<file path="src/shared/instr_unit_pkg.sv">
// Constants and carriers for the instruction-unit control registers.
// Assumes a single core clock; privileged moves arrive as one-cycle strobes.
package instr_unit_pkg;
	localparam int XLEN = 64;
	localparam int IDX_W = 8;
	localparam int TB_ENTRIES = 16;
	localparam int GH_W = 2;
	localparam int SPACE_W = 8;

	// Privileged register indices
	localparam logic [IDX_W-1:0] IDX_ITB_INV = 8'h03;
	localparam logic [IDX_W-1:0] IDX_PROF_PC = 8'h04;
	localparam logic [IDX_W-1:0] IDX_EXC_PC = 8'h06;
	localparam logic [IDX_W-1:0] IDX_PTE_FMT = 8'h07;
	localparam logic [5:0] IDX_IEM_SEL = 6'h02;
	localparam int IDX_SEL_HI = 7;
	localparam int IDX_SEL_LO = 2;
	localparam int IDX_WE_IEN = 1;
	localparam int IDX_WE_MODE = 0;

	// Page number field of the invalidate value
	localparam int VPN_HI = 47;
	localparam int VPN_LO = 13;
	localparam int VPN_W = VPN_HI - VPN_LO + 1;
	localparam int GH_BITS_PER_STEP = 3;

	// Context register space number field
	localparam int CTX_SPACE_HI = 46;
	localparam int CTX_SPACE_LO = 39;

	// Enable and mode layout
	localparam int IEN_HI = 38;
	localparam int IEN_LO = 13;
	localparam int IEN_W = IEN_HI - IEN_LO + 1;
	localparam int EXT_HI = 38;
	localparam int EXT_LO = 33;
	localparam int SERIAL_BIT = 32;
	localparam int CORR_BIT = 31;
	localparam int PERF_HI = 30;
	localparam int PERF_LO = 29;
	localparam int SOFT_HI = 28;
	localparam int SOFT_LO = 14;
	localparam int ASYNC_BIT = 13;
	localparam int MODE_HI = 4;
	localparam int MODE_LO = 3;
	localparam int SOFT_W = SOFT_HI - SOFT_LO + 1;
	localparam logic [IEN_W-1:0] IEN_RESET = 26'h0000000;

	typedef enum logic [1:0] {
		MODE_KERNEL     = 2'h0,
		MODE_EXECUTIVE  = 2'h1,
		MODE_SUPERVISOR = 2'h2,
		MODE_USER       = 2'h3
	} privilege_level_t;

	// Profile and exception PC layout
	localparam int PC_ZERO_BIT = 1;
	localparam int PC_PRIV_BIT = 0;

	// Control register fields feeding the PTE formatter
	localparam int PTB_W = 34;
	localparam int PTB_LO = 30;
	localparam int PTE_SHIFT = 3;
	localparam int VA43_MSB = 42;
	localparam int VA48_MSB = 47;
	localparam int VA32_MSB = 31;
	localparam int PTB32_LO = 22;

	typedef struct packed {
		logic             valid;
		logic [VPN_W-1:0] vpn;
		logic [SPACE_W-1:0] space_id;
		logic             all_space_match_bit;
		logic [GH_W-1:0]  gran_hint;
	} tb_tag_t;

	typedef struct packed {
		logic             wr;
		logic             rd;
		logic [IDX_W-1:0] idx;
		logic [XLEN-1:0]  wdata;
	} priv_req_t;

	typedef struct packed {
		logic            fault;
		logic            interrupt;
		logic [XLEN-1:0] fault_pc;
		logic [XLEN-1:0] next_pc;
		logic            privcode_mode;
	} exc_event_t;
endpackage

</file>
<file path="src/verilog/instr_unit_control_regs.sv">
// Instruction-unit privileged registers: single-entry translation invalidate,
// profiled PC, exception PC, PTE format and interrupt enable/mode.
// Assumes privileged moves and exception events are single-cycle pulses on clk_i.
//
// Functional notes
// RQ1: Invalidate write kills entries matching page bits and context space number, hint-reduced.
// RQ2: Invalidate write also kills matching entries marked all-space regardless of space number.
// RQ3: Invalidate write never touches the instruction cache.
// RQ4: Profiled PC is read-only; upper bits hold last profiled instruction address.
// RQ5: Profiled PC bit one reads zero; bit zero flags physical privcode address.
// RQ6: Exception PC updates on every exception or interrupt; bit zero marks privcode mode.
// RQ7: Faults and synchronous traps capture the faulting instruction PC.
// RQ8: Interrupts capture the PC that would have executed next.
// RQ9: PTE format register forms address from exception PC and control fields.
// RQ10: Each wide/short format combination uses its own layout; the code gives both short combinations (01, 11) one shared layout.
// RQ11: Enable/mode register selected when index bits seven to two equal 000010.
// RQ12: Index bits one and zero enable writes of enable and mode fields.
// RQ13: A read returns both fields together.
// RQ14: Holds external, serial line and corrected read error enables.
// RQ15: Holds performance counter and software level enables.
// RQ16: Async trap enable gates requests also enabled by per-mode mask.
// RQ17: Mode in bits four to three; listed reserved bits read zero.
// RQ18: Software interrupt raised only when request and enable both set.
`timescale 1ns/1ns
module instr_unit_control_regs (
	input  wire logic                                           clk_i,
	input  wire logic                                           rst_i,
	input  wire instr_unit_pkg::priv_req_t                      req_i,
	output logic [instr_unit_pkg::XLEN-1:0]                     rdata_o,
	input  wire logic                                           tb_fill_i,
	input  wire instr_unit_pkg::tb_tag_t                        tb_fill_tag_i,
	input  wire logic [$clog2(instr_unit_pkg::TB_ENTRIES)-1:0]  tb_fill_slot_i,
	output logic [instr_unit_pkg::TB_ENTRIES-1:0]               tb_valid_o,
	output logic                                                icache_flush_o,
	input  wire logic [instr_unit_pkg::SPACE_W-1:0]             ctx_space_id_i,
	input  wire logic                                           profile_i,
	input  wire logic [instr_unit_pkg::XLEN-1:0]                profile_pc_i,
	input  wire logic                                           profile_phys_i,
	input  wire instr_unit_pkg::exc_event_t                     exc_i,
	input  wire logic [instr_unit_pkg::PTB_W-1:0]               page_table_base_i,
	input  wire logic                                           wide_va_select_i,
	input  wire logic                                           short_pte_format_i,
	input  wire logic [instr_unit_pkg::SOFT_W-1:0]              soft_int_request_i,
	input  wire logic [3:0]                                     async_trap_mask_i,
	input  wire logic [3:0]                                     async_trap_request_i,
	output logic [instr_unit_pkg::SOFT_W-1:0]                   soft_irq_o,
	output logic [3:0]                                          async_trap_o,
	output logic [1:0]                                          privilege_level_o
);
	localparam int TBN    = instr_unit_pkg::TB_ENTRIES;
	localparam int SLOT_W = $clog2(TBN);
	localparam int XL = instr_unit_pkg::XLEN;

	////////////////////////////////////////////////////////////////////////////
	// Request decode
	logic iem_sel;
	logic inv_wr;
	assign iem_sel = req_i.idx[instr_unit_pkg::IDX_SEL_HI:instr_unit_pkg::IDX_SEL_LO]
		== instr_unit_pkg::IDX_IEM_SEL; // see RQ11
	assign inv_wr = req_i.wr && (req_i.idx == instr_unit_pkg::IDX_ITB_INV);

	////////////////////////////////////////////////////////////////////////////
	// Translation buffer tags
	instr_unit_pkg::tb_tag_t tags_q [TBN];
	instr_unit_pkg::tb_tag_t tags_d [TBN];
	logic [instr_unit_pkg::VPN_W-1:0] inv_vpn;
	assign inv_vpn = req_i.wdata[instr_unit_pkg::VPN_HI:instr_unit_pkg::VPN_LO];

	genvar g;
	generate
		for (g = 0; g < TBN; g++) begin : g_tb
			logic [instr_unit_pkg::VPN_W-1:0] mask;
			logic                             vpn_hit;
			logic                             kill;
			// Each hint step widens the page by three address bits
			assign mask = {instr_unit_pkg::VPN_W{1'b1}}
				<< (int'(tags_q[g].gran_hint) * instr_unit_pkg::GH_BITS_PER_STEP);
			assign vpn_hit = ((tags_q[g].vpn ^ inv_vpn) & mask) == '0; // see RQ1
			assign kill = inv_wr && tags_q[g].valid && vpn_hit
				&& (tags_q[g].all_space_match_bit // see RQ2
				|| tags_q[g].space_id == ctx_space_id_i); // see RQ1
			always_comb begin
				tags_d[g] = tags_q[g];
				if (tb_fill_i && tb_fill_slot_i == SLOT_W'(g)) begin
					tags_d[g] = tb_fill_tag_i;
				end else if (kill) begin
					tags_d[g].valid = 1'b0;
				end
			end
			always_ff @(posedge clk_i or posedge rst_i) begin
				if (rst_i) begin
					tags_q[g] <= '0;
				end else begin
					tags_q[g] <= tags_d[g];
				end
			end
			assign tb_valid_o[g] = tags_q[g].valid;
		end
	endgenerate

	// Fetch lookups use virtual tags, so dropping a mapping leaves cached lines alone
	assign icache_flush_o = 1'b0; // see RQ3

	////////////////////////////////////////////////////////////////////////////
	// Profiled PC and exception PC
	logic [XL-1:0] prof_pc_q, prof_pc_d;
	logic [XL-1:0] exc_pc_q, exc_pc_d;
	always_comb begin
		prof_pc_d = prof_pc_q;
		if (profile_i) begin
			prof_pc_d = profile_pc_i; // see RQ4
			prof_pc_d[instr_unit_pkg::PC_ZERO_BIT] = 1'b0; // see RQ5
			prof_pc_d[instr_unit_pkg::PC_PRIV_BIT] = profile_phys_i; // see RQ5
		end
		exc_pc_d = exc_pc_q;
		// A fault outranks a simultaneous interrupt; it is the older event
		if (exc_i.fault) begin
			exc_pc_d = exc_i.fault_pc; // see RQ7
		end else if (exc_i.interrupt) begin
			exc_pc_d = exc_i.next_pc; // see RQ8
		end
		if (exc_i.fault || exc_i.interrupt) begin
			exc_pc_d[instr_unit_pkg::PC_PRIV_BIT] = exc_i.privcode_mode; // see RQ6
		end
	end
	always_ff @(posedge clk_i or posedge rst_i) begin
		if (rst_i) begin
			prof_pc_q <= '0;
			exc_pc_q  <= '0;
		end else begin
			prof_pc_q <= prof_pc_d;
			exc_pc_q  <= exc_pc_d;
		end
	end

	////////////////////////////////////////////////////////////////////////////
	// PTE format (combinational view of exception PC and control fields)
	logic [XL-1:0] pte_fmt;
	always_comb begin
		pte_fmt = '0;
		unique case ({wide_va_select_i, short_pte_format_i}) // see RQ10
			2'b10: begin
				pte_fmt[XL-1:instr_unit_pkg::PTB_LO] = page_table_base_i; // see RQ9
				pte_fmt[instr_unit_pkg::VA48_MSB-instr_unit_pkg::VPN_LO+instr_unit_pkg::PTE_SHIFT:
					instr_unit_pkg::PTE_SHIFT] =
					exc_pc_q[instr_unit_pkg::VA48_MSB:instr_unit_pkg::VPN_LO];
			end
			2'b01, 2'b11: begin
				// Base stays aligned to the top; the bits below it down to the short floor read zero
				pte_fmt[XL-1:instr_unit_pkg::PTB32_LO] =
					{page_table_base_i, {(instr_unit_pkg::PTB_LO-instr_unit_pkg::PTB32_LO){1'b0}}}; // see RQ9
				pte_fmt[instr_unit_pkg::VA32_MSB-instr_unit_pkg::VPN_LO+instr_unit_pkg::PTE_SHIFT:
					instr_unit_pkg::PTE_SHIFT] =
					exc_pc_q[instr_unit_pkg::VA32_MSB:instr_unit_pkg::VPN_LO];
			end
			2'b00: begin
				pte_fmt[XL-1:instr_unit_pkg::PTB_LO] = page_table_base_i; // see RQ9
				pte_fmt[instr_unit_pkg::VA43_MSB-instr_unit_pkg::VPN_LO+instr_unit_pkg::PTE_SHIFT:
					instr_unit_pkg::PTE_SHIFT] =
					exc_pc_q[instr_unit_pkg::VA43_MSB:instr_unit_pkg::VPN_LO];
			end
		endcase
	end

	////////////////////////////////////////////////////////////////////////////
	// Interrupt enable and mode
	logic [instr_unit_pkg::IEN_W-1:0] ien_q, ien_d;
	logic [1:0]                       mode_q, mode_d;
	always_comb begin
		ien_d  = ien_q;
		mode_d = mode_q;
		if (req_i.wr && iem_sel && req_i.idx[instr_unit_pkg::IDX_WE_IEN]) begin
			ien_d = req_i.wdata[instr_unit_pkg::IEN_HI:instr_unit_pkg::IEN_LO]; // see RQ12, RQ14, RQ15
		end
		if (req_i.wr && iem_sel && req_i.idx[instr_unit_pkg::IDX_WE_MODE]) begin
			mode_d = req_i.wdata[instr_unit_pkg::MODE_HI:instr_unit_pkg::MODE_LO]; // see RQ12, RQ17
		end
	end
	always_ff @(posedge clk_i or posedge rst_i) begin
		if (rst_i) begin
			ien_q  <= instr_unit_pkg::IEN_RESET;
			mode_q <= instr_unit_pkg::MODE_KERNEL;
		end else begin
			ien_q  <= ien_d;
			mode_q <= mode_d;
		end
	end
	assign privilege_level_o = mode_q;

	logic [XL-1:0] iem_view;
	always_comb begin
		iem_view = '0; // see RQ17
		iem_view[instr_unit_pkg::IEN_HI:instr_unit_pkg::IEN_LO] = ien_q; // see RQ13
		iem_view[instr_unit_pkg::MODE_HI:instr_unit_pkg::MODE_LO] = mode_q; // see RQ13
	end

	assign soft_irq_o = soft_int_request_i
		& ien_q[instr_unit_pkg::SOFT_HI-instr_unit_pkg::IEN_LO:instr_unit_pkg::SOFT_LO-instr_unit_pkg::IEN_LO]; // see RQ18
	assign async_trap_o = async_trap_request_i & async_trap_mask_i
		& {4{ien_q[instr_unit_pkg::ASYNC_BIT-instr_unit_pkg::IEN_LO]}}; // see RQ16

	////////////////////////////////////////////////////////////////////////////
	// Read data, registered one cycle after the read strobe
	logic [XL-1:0] rdata_q, rdata_d;
	always_comb begin
		rdata_d = rdata_q;
		if (req_i.rd) begin
			rdata_d = '0;
			if (iem_sel) begin
				rdata_d = iem_view;
			end else if (req_i.idx == instr_unit_pkg::IDX_PROF_PC) begin
				rdata_d = prof_pc_q;
			end else if (req_i.idx == instr_unit_pkg::IDX_EXC_PC) begin
				rdata_d = exc_pc_q;
			end else if (req_i.idx == instr_unit_pkg::IDX_PTE_FMT) begin
				rdata_d = pte_fmt;
			end
		end
	end
	always_ff @(posedge clk_i or posedge rst_i) begin
		if (rst_i) begin
			rdata_q <= '0;
		end else begin
			rdata_q <= rdata_d;
		end
	end
	assign rdata_o = rdata_q;

	////////////////////////////////////////////////////////////////////////////
	// Checks
	property p_iem_write_mode;
		@(posedge clk_i) disable iff (rst_i)
		(req_i.wr && iem_sel && req_i.idx[0]) |=> mode_q == $past(req_i.wdata[4:3]);
	endproperty
	a_iem_write_mode: assert property (p_iem_write_mode) else $error("mode not written"); // see RQ12

	property p_iem_mode_hold;
		@(posedge clk_i) disable iff (rst_i)
		!(req_i.wr && iem_sel && req_i.idx[0]) |=> $stable(mode_q);
	endproperty
	a_iem_mode_hold: assert property (p_iem_mode_hold) else $error("mode changed unselected"); // see RQ12

	property p_ien_hold;
		@(posedge clk_i) disable iff (rst_i)
		!(req_i.wr && iem_sel && req_i.idx[1]) |=> $stable(ien_q);
	endproperty
	a_ien_hold: assert property (p_ien_hold) else $error("enables changed unselected"); // see RQ14

	property p_iem_read;
		@(posedge clk_i) disable iff (rst_i)
		(req_i.rd && iem_sel) |=> rdata_o[4:3] == $past(mode_q) && rdata_o[2:0] == 3'h0
			&& rdata_o[12:5] == 8'h00 && rdata_o[63:39] == 25'h0;
	endproperty
	a_iem_read: assert property (p_iem_read) else $error("mode read wrong"); // see RQ13

	property p_prof_zero;
		@(posedge clk_i) disable iff (rst_i)
		profile_i |=> prof_pc_q[1] == 1'b0 && prof_pc_q[63:2] == $past(profile_pc_i[63:2]);
	endproperty
	a_prof_zero: assert property (p_prof_zero) else $error("profiled pc wrong"); // see RQ5

	property p_exc_fault;
		@(posedge clk_i) disable iff (rst_i)
		exc_i.fault |=> exc_pc_q[63:1] == $past(exc_i.fault_pc[63:1]) && exc_pc_q[0] == $past(exc_i.privcode_mode);
	endproperty
	a_exc_fault: assert property (p_exc_fault) else $error("fault pc wrong"); // see RQ7

	property p_exc_irq;
		@(posedge clk_i) disable iff (rst_i)
		(exc_i.interrupt && !exc_i.fault) |=> exc_pc_q[63:1] == $past(exc_i.next_pc[63:1]);
	endproperty
	a_exc_irq: assert property (p_exc_irq) else $error("interrupt pc wrong"); // see RQ8

	property p_soft;
		@(posedge clk_i) disable iff (rst_i)
		soft_irq_o == (soft_int_request_i & ien_q[15:1]);
	endproperty
	a_soft: assert property (p_soft) else $error("soft interrupt gating wrong"); // see RQ18

	property p_inv_space;
		@(posedge clk_i) disable iff (rst_i)
		(inv_wr && !tb_fill_i && tags_q[0].valid && tags_q[0].gran_hint == 2'h0 && tags_q[0].vpn == inv_vpn
			&& tags_q[0].space_id == ctx_space_id_i) |=> !tb_valid_o[0];
	endproperty
	a_inv_space: assert property (p_inv_space) else $error("entry not invalidated"); // see RQ1

	property p_inv_all_space;
		@(posedge clk_i) disable iff (rst_i)
		(inv_wr && !tb_fill_i && tags_q[2].valid && tags_q[2].gran_hint == 2'h0 && tags_q[2].vpn == inv_vpn
			&& tags_q[2].all_space_match_bit) |=> !tb_valid_o[2];
	endproperty
	a_inv_all_space: assert property (p_inv_all_space) else $error("all-space entry kept"); // see RQ2

	property p_inv_keep;
		@(posedge clk_i) disable iff (rst_i)
		(inv_wr && !tb_fill_i && tags_q[1].valid && !tags_q[1].all_space_match_bit
			&& tags_q[1].space_id != ctx_space_id_i) |=> tb_valid_o[1];
	endproperty
	a_inv_keep: assert property (p_inv_keep) else $error("foreign space entry killed"); // see RQ1

	property p_ien_write;
		@(posedge clk_i) disable iff (rst_i)
		(req_i.wr && iem_sel && req_i.idx[1]) |=> ien_q == $past(req_i.wdata[38:13]);
	endproperty
	a_ien_write: assert property (p_ien_write) else $error("enables not written"); // see RQ12

	property p_prof_priv;
		@(posedge clk_i) disable iff (rst_i)
		profile_i |=> prof_pc_q[0] == $past(profile_phys_i);
	endproperty
	a_prof_priv: assert property (p_prof_priv) else $error("profiled pc mode flag wrong"); // see RQ5

	property p_async_gate;
		@(posedge clk_i) disable iff (rst_i)
		(async_trap_o & ~(async_trap_request_i & async_trap_mask_i)) == 4'h0
			&& (ien_q[0] || async_trap_o == 4'h0);
	endproperty
	a_async_gate: assert property (p_async_gate) else $error("async trap gating wrong"); // see RQ16
endmodule

</file>
<file path="config.mk">
export PLATFORM = sky130hd
export DESIGN_NAME = instr_unit_control_regs
export DESIGN_NICKNAME = d
export VERILOG_FILES = /design/src/shared/instr_unit_pkg.sv /design/src/verilog/instr_unit_control_regs.sv
export SDC_FILE = /design/constraint.sdc
export NUM_CORES = 2
export LEC_CHECK = 0
export ABC_AREA = 1
export BUFFER_PORTS_ARGS = -buffer_cell sky130_fd_sc_hd__buf_2
export CORE_MARGIN = 4
export CORE_UTILIZATION = 39
export DETAILED_ROUTE_END_ITERATION = 16
export PLACE_DENSITY_LB_ADDON = 0.15
export RECOVER_POWER = 50
export SETUP_SLACK_MARGIN = 0.2
export SLEW_MARGIN = 20
export SYNTH_ARGS = -nofsm -noshare
export SYNTH_HDL_FRONTEND = slang
export SYNTH_SLANG_ARGS = --single-unit
</file>
<file path="constraint.sdc">
create_clock -name clk_i -period 66.5 [get_ports clk_i]
set_clock_uncertainty 0.1 [all_clocks]
set_input_delay 0 -clock clk_i [delete_from_list [all_inputs] [get_ports clk_i]]
set_output_delay 0 -clock clk_i [all_outputs]
set_load 0.005 [all_outputs]
</file>
==> reports/results.txt <==
Grt met1 use -> 38.4%
Area contributors post-synth -> dfrtp_1, nand2_1, o21ai_0, inv_1, nor2_1
Pleak -> 30.4 nW
Pwr dens -> 28.6 mW/mm²
Grt met2 use -> 43.6%
Violated checks -> max-capacitance violations, max-slew violations
Worst-path clk slew -> 0.06 ns
GR Util All Layers -> 28.2%
Mapped Cells -> 6695
Peak supply drop -> 0.0202 mV
Storage element area -> 0.0243 mm²
Top cell type's share of synthesized area -> 49.2%
Slew HR -> -276%
Worst endpoint required time -> 67.10 ns
Status -> finished, violations left
Clk sink count -> 971
Distinct cells, synth -> 32
Crit path time final -> 7.80 ns
Met3 Usage GRT -> 6.15%
Num rows -> 130
Cell type with the largest total area after synthesis -> dfrtp_1
Setup TNS -> 0 ns
Seq cells post-synth -> 971
Area Growth Syn to Fin -> 25.1%
CP max FO -> 117
Least-Margin Pin Slew -> 5.62 ns
Syn avg cell area -> 7.38 µm²
Post-CTS setup buffer count -> 0
Crit path DAT -> 8.40 ns
Startpoint Class -> primary input
Critical path endpoint category -> asynchronous set/reset pin
Fin. max-slew vios -> 1509
Seq/Total Area, Yosys -> 49.2%
Worst min-delay path category -> in2reg
Vias post-DR -> 47.2k
Layout net count -> 7898
Clock Path Buffers -> 3
CTS tree -> built
Max-Cap Viols -> 29
WS Path Type -> in2async
Starting DRT DRC Count -> 5114
I/O pins -> 494
Final setup fails -> 0
First-pass GRT wire length -> 284000 µm
Routed Antenna Nets -> 0
Die Y -> 364 µm
Worst hold margin -> 0.0445 ns
Final Hold Fails -> 0
Vias/cell -> 5.09
Total CTS buffers -> 110
Max Fclk -> 128 MHz
Crit share post-route -> 11.7%
Dpl hpwl -> 121000 µm
Layout cells sized above 1 -> 8.49%
Clk Tree Root Cell -> clkbuf_16
RSZ-0062 raised after global routing -> no
Yosys warns -> 0
Final WL -> 190000 µm
Starting Density -> 39.3%
Initial antenna violation count -> 22
Core area -> 0.126 mm²
Residual DRC count -> 0
Mapped Area -> 0.0494 mm²
Area occupied by multi-input gates -> 0.0208 mm²
H-tree depth -> 3
Pin count of the biggest net entering global routing -> 118
Die X-Extent -> 364 µm
Per-cell routed wire length -> 20.5 µm
Syn_nets -> 7087
Clock latency on the worst-skew pair -> 0.76 ns
Post_cts resized -> 0
Layout filler cell count -> 12.0k
Port bufs -> 461
DRT Pass-1 Iters -> 9
Final global-route overflow total -> 0
Vias in the first global route -> 45.1k
Gpl congestion -> 0.912
Busiest layer in global routing -> met2
Total die area -> 0.133 mm²
state kept, by name, indices dropped and copies added (netlist names):
register	count
privilege_level_o	2
ien_q	26
tb_valid_o	16
prof_pc_q	63
tags_q	736
rdata_o	64
exc_pc_q	64
cells by family (layout without fill, tap and decap cells):
| logic type | Yosys count | count (layout) | synth area share [%] |
|---|---|---|---|
| flip-flops | 971 | 971 | 49.2 |
| other | 1 | 19 | 0.00759 |
| AO/OA/AOI/OAI | 1006 | 1006 | 10.4 |
| XOR/XNOR | 236 | 236 | 4.18 |
| buffers and inverters | 1044 | 1948 | 8.67 |
| AND/OR/NAND/NOR | 3393 | 3393 | 26.6 |
| multiplexers | 44 | 44 | 1.00 |
cell usage after synthesis:
cell and number:
clkinv_1 8, inv_1 605, nor3_4 1, o22ai_1 2, o211ai_1 30, o21ai_0 749, dfrtp_1 971, o31ai_1 1
buf_2 172, nor3_2 2, xor2_1 130, xnor2_1 106, conb_1 1, a21oi_1 147, a21boi_0 3, clkbuf_1 189
buf_6 2, or2_2 9, buf_4 36, nor2_1 516, nand3_1 213, nor2_2 3, nand4_1 14, nor3_1 11
inv_2 21, mux2_2 44, o2111ai_1 2, buf_1 11, o21ai_1 72, nand2_1 2617, nor2_4 5, nand3_2 2
worst max-delay path, stage by stage:
cell           delay (ns)
dlygate4sd3_1        0.53
buf_2                0.12
dlygate4sd3_1        0.57
clkinvlp_2           3.11
clkbuf_1             2.10
buf_4                0.89
buf_4                0.87
final timing paths:
kind                                        start             to  slack, ns  depth (start not counted)
max in group clk_i              tb_fill_slot_i[2]  tb_valid_o[6]      61.04                         11
worst min-delay path             profile_pc_i[34]  prof_pc_q[34]       0.04                          3
worst max register to register        tags_q[735]  tb_valid_o[0]      63.45                         10
worst min register to register          ien_q[24]      ien_q[24]       0.38                          2
min in group asynchronous                   rst_i    tags_q[308]       2.03                          4
worst max-delay path                        rst_i    tags_q[386]      58.70                          7
layout by cell type (no fill, tap or decap), types with 130 or more instances in the layout:
cell / instances
a21oi_1: 147
nor2_1: 519
nand3_1: 214
inv_1: 615
o21ai_0: 795
dfrtp_1: 971
clkbuf_1: 140
xor2_1: 130
buf_2: 369
dlygate4sd3_1: 600
nand2_1: 2617
where the power goes:
| part | total [mW] | switching [mW] | internal [mW] | leakage (nW) |
|---|---|---|---|---|
| sequential | 0.775 | 0.0693 | 0.706 | 11.9 |
| clock | 0.626 | 0.266 | 0.360 | 1.83 |
| combinational | 0.366 | 0.219 | 0.147 | 16.6 |
| total | 1.77 | 0.554 | 1.21 | 30.4 |
per-layer routing:
layer | part of all wire (%) | vias up
met4 | 5.1 | 8
met2 | 44 | 1977
met3 | 8.1 | 582
met1 | 43 | 22400
li1 | - | 22200
met5 | 0.027 | -
cell type report:
class                           instances  area share (%)
Timing Repair Buffer                 1109            13.7
Clock buffer                          166            5.23
Multi-Input combinational cell       4680            33.7
Sequential cell                       971            39.3
Clock inverter                         39           0.767
Antenna cell                           18          0.0728
Inverter                              634            3.85
Tap cell                             1650            3.34
timing repair:
item                                   in CTS  in global routing
endpoints found under the hold margin    1051                  0
hold buffers                              601                  0
setup endpoints to repair                   0                  0
through the flow:
step	utilization (%)	total power [mW]	std cells	area, µm²	setup WS (ns)
after floorplan	-	1.01	6695	49400	39.09
after global placement	41.6	1.10	8443	52300	63.04
after detailed placement	41.6	1.11	8443	52300	63.03
after CTS	49.4	1.77	9249	62100	62.66
after global routing	49.2	1.87	9258	61800	57.48
final	49.2	1.77	9267	61800	58.70
Note: power is estimated with default switching activity, not from simulation.
